<file path="config.mk">
export PLATFORM = sky130hd
export DESIGN_NAME = bax_alu
export DESIGN_NICKNAME = d
export VERILOG_FILES = /design/src/shared/bax_pkg.sv /design/src/verilog/bax_alu.sv
export SDC_FILE = /design/constraint.sdc
export NUM_CORES = 1
export LEC_CHECK = 0
export BUFFER_PORTS_ARGS = -buffer_cell sky130_fd_sc_hd__buf_2
export CORE_MARGIN = 4
export CORE_UTILIZATION = 47
export DETAILED_ROUTE_END_ITERATION = 8
export PLACE_DENSITY = 0.73
export SLEW_MARGIN = 20
export SYNTH_ARGS = -nofsm -noshare
export SYNTH_HDL_FRONTEND = slang
export SYNTH_SLANG_ARGS = --single-unit
</file>
<file path="constraint.sdc">
create_clock -name clk -period 3.45 [get_ports clk]
set_input_delay 0.345 -clock clk [delete_from_list [all_inputs] [get_ports clk]]
set_output_delay 0.345 -clock clk [all_outputs]
set_load 0.005 [all_outputs]
</file>
<file path="src/shared/bax_pkg.sv">
// Shared constants and types for the byte ALU slice.
// Assumes a single 250 MHz core clock and an AHB-Lite register port.
package bax_pkg;
	// Register byte offsets
	localparam logic [7:0] BAX_OFF_CMD  = 8'h00;
	localparam logic [7:0] BAX_OFF_ACC  = 8'h04;
	localparam logic [7:0] BAX_OFF_STAT = 8'h08;
	localparam logic [7:0] BAX_OFF_RES  = 8'h0c;
	// Command word fields
	localparam int BAX_CMD_OP_LSB   = 0;
	localparam int BAX_CMD_DEST_BIT = 2;
	localparam int BAX_CMD_ADDR_LSB = 8;
	localparam int BAX_CMD_LIT_LSB  = 16;
	// Status word fields
	localparam int BAX_STAT_C_BIT    = 0;
	localparam int BAX_STAT_NB_BIT   = 1;
	localparam int BAX_STAT_Z_BIT    = 2;
	localparam int BAX_STAT_BUSY_BIT = 8;
	// Reset values
	localparam logic [7:0] BAX_ACC_RST = 8'h00;
	localparam logic [2:0] BAX_FLG_RST = 3'h0;

	typedef enum logic [1:0] {
		BAX_OP_SUB  = 2'b00,
		BAX_OP_XOR  = 2'b01,
		BAX_OP_SWAP = 2'b10,
		BAX_OP_LXOR = 2'b11
	} bax_op_t;

	typedef enum logic [1:0] {
		BAX_ST_IDLE = 2'b00,
		BAX_ST_RD   = 2'b01,
		BAX_ST_EX   = 2'b10,
		BAX_ST_WR   = 2'b11
	} bax_fsm_t;

	typedef struct packed {
		logic       c;
		logic       nibble_borrow_flag;
		logic       z;
	} bax_flags_t;

	typedef struct packed {
		logic       rd;
		logic       wr;
		logic [6:0] addr;
		logic [7:0] wdata;
	} bax_file_req_t;

	typedef struct packed {
		bax_fsm_t      fsm;
		bax_op_t       op;
		logic          dest;
		logic [7:0]    lit;
		logic [7:0]    acc;
		bax_flags_t    flags;
		logic [7:0]    result;
		bax_file_req_t file;
		logic          ph_wr;
		logic          ph_hit;
		logic [7:0]    ph_addr;
		logic [31:0]   hrdata;
		logic          busy;
	} bax_state_t;
endpackage : bax_pkg

</file>
<file path="src/verilog/bax_alu.sv">
// Byte ALU slice: register-minus-acc, xor, nibble exchange, literal xor.
// Assumes a file register memory with one-cycle registered read and an AHB-Lite master.
`timescale 1ns/1ns
`default_nettype none
module bax_alu
	import bax_pkg::*;
(
	// Clock and reset
	input  wire logic                   clk,
	input  wire logic                   srst,
	// AHB-Lite slave
	input  wire logic                   hsel,
	input  wire logic [31:0]            haddr,
	input  wire logic [1:0]             htrans,
	input  wire logic                   hwrite,
	input  wire logic [2:0]             hsize,
	input  wire logic [31:0]            hwdata,
	input  wire logic                   hready,
	output logic                        hreadyout,
	output logic                        hresp,
	output logic [31:0]                 hrdata,
	// File register memory
	output bax_pkg::bax_file_req_t      file_req,
	input  wire logic [7:0]             file_rdata,
	// Status
	output logic                        busy
);
	import bax_pkg::*;

	bax_state_t st;
	bax_state_t next_st;

	function automatic logic is_zero(input logic [7:0] v);
		is_zero = (v == 8'h00);
	endfunction : is_zero

	function automatic logic [31:0] reg_read(input bax_state_t s, input logic [7:0] a);
		logic [31:0] d;
		d = 32'h0000_0000;
		case (a)
			BAX_OFF_CMD:
			begin
				d[BAX_CMD_OP_LSB +: 2]   = s.op;
				d[BAX_CMD_DEST_BIT]      = s.dest;
				d[BAX_CMD_ADDR_LSB +: 7] = s.file.addr;
				d[BAX_CMD_LIT_LSB +: 8]  = s.lit;
			end
			BAX_OFF_ACC:  d[7:0] = s.acc;
			BAX_OFF_STAT:
			begin
				d[BAX_STAT_C_BIT]    = s.flags.c;
				d[BAX_STAT_NB_BIT]   = s.flags.nibble_borrow_flag;
				d[BAX_STAT_Z_BIT]    = s.flags.z;
				d[BAX_STAT_BUSY_BIT] = (s.fsm != BAX_ST_IDLE);
			end
			BAX_OFF_RES:  d[7:0] = s.result;
			default:      d = 32'h0000_0000;
		endcase
		reg_read = d;
	endfunction : reg_read

	always_comb
	begin
		logic [7:0] opnd;
		logic [7:0] res;
		opnd = 8'h00;
		res  = 8'h00;
		next_st = st;
		next_st.file.wr = 1'b0;
		// Data phase of a write
		if (st.ph_wr && st.ph_hit && st.fsm == BAX_ST_IDLE)
		begin
			case (st.ph_addr)
				BAX_OFF_CMD:
				begin
					next_st.op        = bax_op_t'(hwdata[BAX_CMD_OP_LSB +: 2]);
					next_st.dest      = hwdata[BAX_CMD_DEST_BIT];
					next_st.file.addr = hwdata[BAX_CMD_ADDR_LSB +: 7];
					next_st.lit       = hwdata[BAX_CMD_LIT_LSB +: 8];
					if (bax_op_t'(hwdata[BAX_CMD_OP_LSB +: 2]) == BAX_OP_LXOR)
					begin
						next_st.fsm = BAX_ST_EX;
					end
					else
					begin
						next_st.fsm     = BAX_ST_RD;
						next_st.file.rd = 1'b1;
					end
				end
				BAX_OFF_ACC:  next_st.acc = hwdata[7:0];
				BAX_OFF_STAT:
				begin
					next_st.flags.c                  = hwdata[BAX_STAT_C_BIT];
					next_st.flags.nibble_borrow_flag = hwdata[BAX_STAT_NB_BIT];
					next_st.flags.z                  = hwdata[BAX_STAT_Z_BIT];
				end
				default: ;
			endcase
		end
		// Operation sequencer
		case (st.fsm)
			BAX_ST_IDLE: ;
			BAX_ST_RD:
			begin
				next_st.file.rd = 1'b0;
				next_st.fsm     = BAX_ST_EX;
			end
			BAX_ST_EX:
			begin
				opnd = file_rdata;
				case (st.op)
					BAX_OP_SUB:
					begin
						res = opnd - st.acc;
						next_st.flags.c = (st.acc <= opnd);
						next_st.flags.nibble_borrow_flag = (st.acc[3:0] <= opnd[3:0]);
						next_st.flags.z = is_zero(res);
					end
					BAX_OP_XOR:
					begin
						res = st.acc ^ opnd;
						next_st.flags.z = is_zero(res);
					end
					BAX_OP_SWAP:  res = {opnd[3:0], opnd[7:4]};
					BAX_OP_LXOR:
					begin
						res = st.acc ^ st.lit;
						next_st.flags.z = is_zero(res);
					end
					default:      res = 8'h00;
				endcase
				next_st.result = res;
				if (st.dest && st.op != BAX_OP_LXOR)
				begin
					next_st.file.wr    = 1'b1;
					next_st.file.wdata = res;
					next_st.fsm        = BAX_ST_WR;
				end
				else
				begin
					next_st.acc = res;
					next_st.fsm = BAX_ST_IDLE;
				end
			end
			BAX_ST_WR:    next_st.fsm = BAX_ST_IDLE;
			default:      next_st.fsm = BAX_ST_IDLE;
		endcase
		// Busy output held in a flop
		next_st.busy = (next_st.fsm != BAX_ST_IDLE);
		// Address phase capture
		next_st.ph_wr = 1'b0;
		if (hsel && htrans[1] && hready)
		begin
			next_st.ph_wr   = hwrite;
			next_st.ph_hit  = (haddr[31:8] == 24'h00_0000) && (haddr[1:0] == 2'b00);
			next_st.ph_addr = haddr[7:0];
			if (!hwrite)
			begin
				next_st.hrdata = (next_st.ph_hit) ? reg_read(next_st, haddr[7:0]) : 32'h0000_0000;
			end
		end
	end

	always_ff @(posedge clk)
	begin
		if (srst)
		begin
			st       <= '0;
			st.fsm   <= BAX_ST_IDLE;
			st.op    <= BAX_OP_SUB;
			st.acc   <= BAX_ACC_RST;
			st.flags <= BAX_FLG_RST;
		end
		else
		begin
			st <= next_st;
		end
	end

	assign hreadyout = 1'b1;
	assign hresp     = 1'b0;
	assign hrdata    = st.hrdata;
	assign file_req  = st.file;
	assign busy      = st.busy;
endmodule : bax_alu
`default_nettype wire

</file>
==> metrics.md <==
| Metric | Value |
|---|---|
| # clock sinks | `83` |
| DRT iter0 DRCs | `about 260` |
| Number of global-route vias before repair | `~4100` |
| DR DRC count | `0` |
| TritonCTS buffer count | `9` |
| Rel. slew slack | `0.468` |
| Starting density of the core | `0.483` |
| Fin. Hold Viols | `0` |
| CP endpoint kind | `register` |
| Hold_buf cts | `0` |
| Vias per inst | `approximately 5.5` |
| Pre-CTS WS | `726 ps` |
| Area of the multi-input gates | `~2500 µm²` |
| Worst skew pair latency | `~360 ps` |
| Async set or reset register ratio after synthesis | `0` |
| Design area | `5210 µm²` |
| Area of the core | `9770 µm²` |
| Net count, final | `about 730` |
| Clk pin slew, worst setup/hold paths | `~90 ps` |
| PortBufs | `109` |
| Post-Layout Cell Count | `774` |
| Synth Area per Inst | `8.12 µm²` |
| Congestion Overflow GR | `0` |
| DRT Wirelength | `about 13000 µm` |
| Final core occ | `0.533` |
| Leak | `roughly 2.1 nW` |
| First-pass GRT wire length | `just over 20000 µm` |
| Register bit count reported by yosys | `a little over 80` |
| Synth area leader | `dfxtp_1` |
| Max-slew violation count | `0` |
| Simple-gate share of the synthesized area | `0.227` |
| Sw frac | `0.279` |
| DRT antenna net count | `0` |
| Post-synth top area share | `0.352` |
| CTS tree | `done` |
| Layout cells sized above 1 | `0.229` |
| Synth top area cells | `dfxtp_1 (35%), buf_4 (8.3%), nand2_1 (6.8%)` |
| Main synth FF type | `dfxtp_1` |
| XOR/XNOR Fraction of Synth Area | `0.0204` |
| Largest net degree at the start of global routing | `43` |
| Sequential share of the synthesized area | `0.352` |
| # diodes | `0` |
| Clock power share | `0.371` |
| Largest family of logic cells by synthesized area | `simple AND/OR/NAND/NOR gates` |
| Post-Synthesis Cells | `between 500 and 600` |
| Crit path required time | `3740 ps` |
| Critical-path maximum fanout | `11` |
| Worst Max-Slew Pin Slew | `about 800 ps` |
| Area post-placement | `between 5000 and 6000 µm²` |
| Sequential power share | `0.535` |
| Adder-cell area share of the yosys netlist | `0.0387` |
| Fmax | `371 MHz` |
| Comb pwr share | `0.094` |
| Hold Crit Class | `in2reg` |
| Gr usage total | `0.216` |
| Hpwl dp | `9500 µm` |
| Compound-Gate Fraction of Synth Area | `0.185` |
| Multiplexer share of the synthesized area | `0.0532` |
| Worst VDD drop | `around 0.00027 V` |
| Most frequent cells after synthesis | `nand2_1 (85), dfxtp_1 (83), a21oi_1 (58)` |
| Die H | `roughly 110 µm` |
| I/O pins | `between 100 and 150` |
| Tcrit/Tclk final | `0.780` |
| Setup ws final | `about 760 ps` |
| Post-CTS Setup Bufs | `0` |
| Worst setup SP type | `register` |
| Clock root cell | `clkbuf_8` |
| Critical path class | `reg2reg` |
| RSZ-0062 raised after global routing | `no` |
| Gpl congestion | `~0.89` |
| Post-Syn Area | `roughly 4700 µm²` |
| # resized after CTS | `0` |
| Power per cell area | `roughly 350 nW/µm²` |
| Clock tree buffer depth | `2` |
| Max-cap violations | `0` |
| Die area | `about 12000 µm²` |
| Number of synthesized flops with an enable pin | `0` |
| Via count | `approximately 4300` |
| Most common cell in the netlist | `nand2_1` |
| Placed cell count | `about 760` |
| FP Rows | `36` |
| Initial antenna violation count | `0` |
| Wirelength per Cell | `16.2 µm` |
| Clock skew | `between 10 and 15 ps` |
| P&R area growth vs syn | `10.2%` |
| NetSw | `502 µW` |
| Reg area | `1660 µm²` |
| Fill cells | `slightly below 1000` |
| Library cells used by synthesis | `64` |
| Internal | `1.30 mW` |
| Die width | `~110 µm` |
| Htree depth | `3` |
| Setup violators final | `0` |
| Drt pass-1 iters | `5` |
| Outcome | `completed` |
| Tmin final | `around 2700 ps` |
| Synth Warn # | `0` |
| Setup TNS | `0 ps` |
| WP data arrival | `~3000 ps` |
[stage by stage]
step           hold slack (ps)  total power [mW]
2_1_floorplan              427              1.09
3_3_place_gp               439              1.15
3_5_place_dp               442              1.15
4_1_cts                    230              1.80
5_1_grt                    233              1.87
6_report                   231              1.80
[power groups by stage]
stage | combinational, mW | sequential, mW | clock, mW
5_1_grt | 0.189 | 0.963 | 0.713
3_5_place_dp | 0.166 | 0.985 | 0
3_3_place_gp | 0.164 | 0.985 | 0
2_1_floorplan | 0.104 | 0.985 | 0
6_report | 0.169 | 0.963 | 0.668
4_1_cts | 0.167 | 0.963 | 0.672
[flip-flops by register name, summed over array words and instances, names as in the netlist]
register / flops
st: 42
file_req: 17
busy: 1
hrdata: 23
[worst max-delay path: stages (launching register included)]
cell       delay, ps
dfxtp_1          390
inv_1             80
ha_1             400
a21oi_1          180
o21ai_0          150
or3_1            360
a2111oi_0        670
a311oi_1         220
nor3_1           160
[path summary, 6_finish.rpt]
path | startpoint | to | slack (ps) | cells past startpoint
max | st[77] | hrdata[2] | 760 | 8
min reg2reg | st[63] | st[63] | 460 | 2
min | haddr[1] | st[34] | 230 | 3
max reg2reg | st[77] | hrdata[2] | 760 | 8
[final cells by class]
type,count,area share
inverter,19,0.0137
timing repair buffer,116,0.115
clock buffer,9,0.0238
multi-input combinational,407,0.485
tap,133,0.0319
clock inverter,7,0.0115
sequential,83,0.319
[layout by cell type, fill, tap and decap left out, types with 4 or more instances in the layout]
| cell | instances |
|---|---|
| ha_1 | 13 |
| a21oi_1 | 58 |
| mux2i_1 | 18 |
| nand3_1 | 17 |
| nor2_1 | 40 |
| or4_1 | 7 |
| o211ai_1 | 5 |
| nand2b_1 | 16 |
| inv_1 | 19 |
| buf_4 | 7 |
| conb_1 | 11 |
| xnor2_1 | 10 |
| buf_2 | 109 |
| dfxtp_1 | 83 |
| a211oi_1 | 12 |
| nand2_1 | 85 |
| a22o_1 | 14 |
| nor3b_1 | 5 |
| clkbuf_8 | 9 |
| nor2b_1 | 4 |
| nor3_1 | 10 |
| nor4_1 | 10 |
| o21ai_0 | 9 |
[cells by family after synthesis]
group                      after synthesis
AOI/OAI and AO/OA                      132
xor gates and xnor gates                11
adders and majority gates               14
buffers and inverters                  101
DFF                                     83
muxes                                   22
other                                    2
and+or+nand+nor                        217
[routing by layer]
| layer | track usage | vias to the layer above | wire [µm] | part of all wire |
|---|---|---|---|---|
| li1 | - | 2099 | - | - |
| met1 | 0.294 | 1997 | 5570 | 0.44 |
| met3 | 0.0496 | 16 | 903 | 0.072 |
| met2 | 0.349 | 159 | 5860 | 0.47 |
| met5 | 0 | - | 0 | 0 |
| met4 | 0.0532 | 0 | 181 | 0.014 |
(Power assumes the default switching activity.)
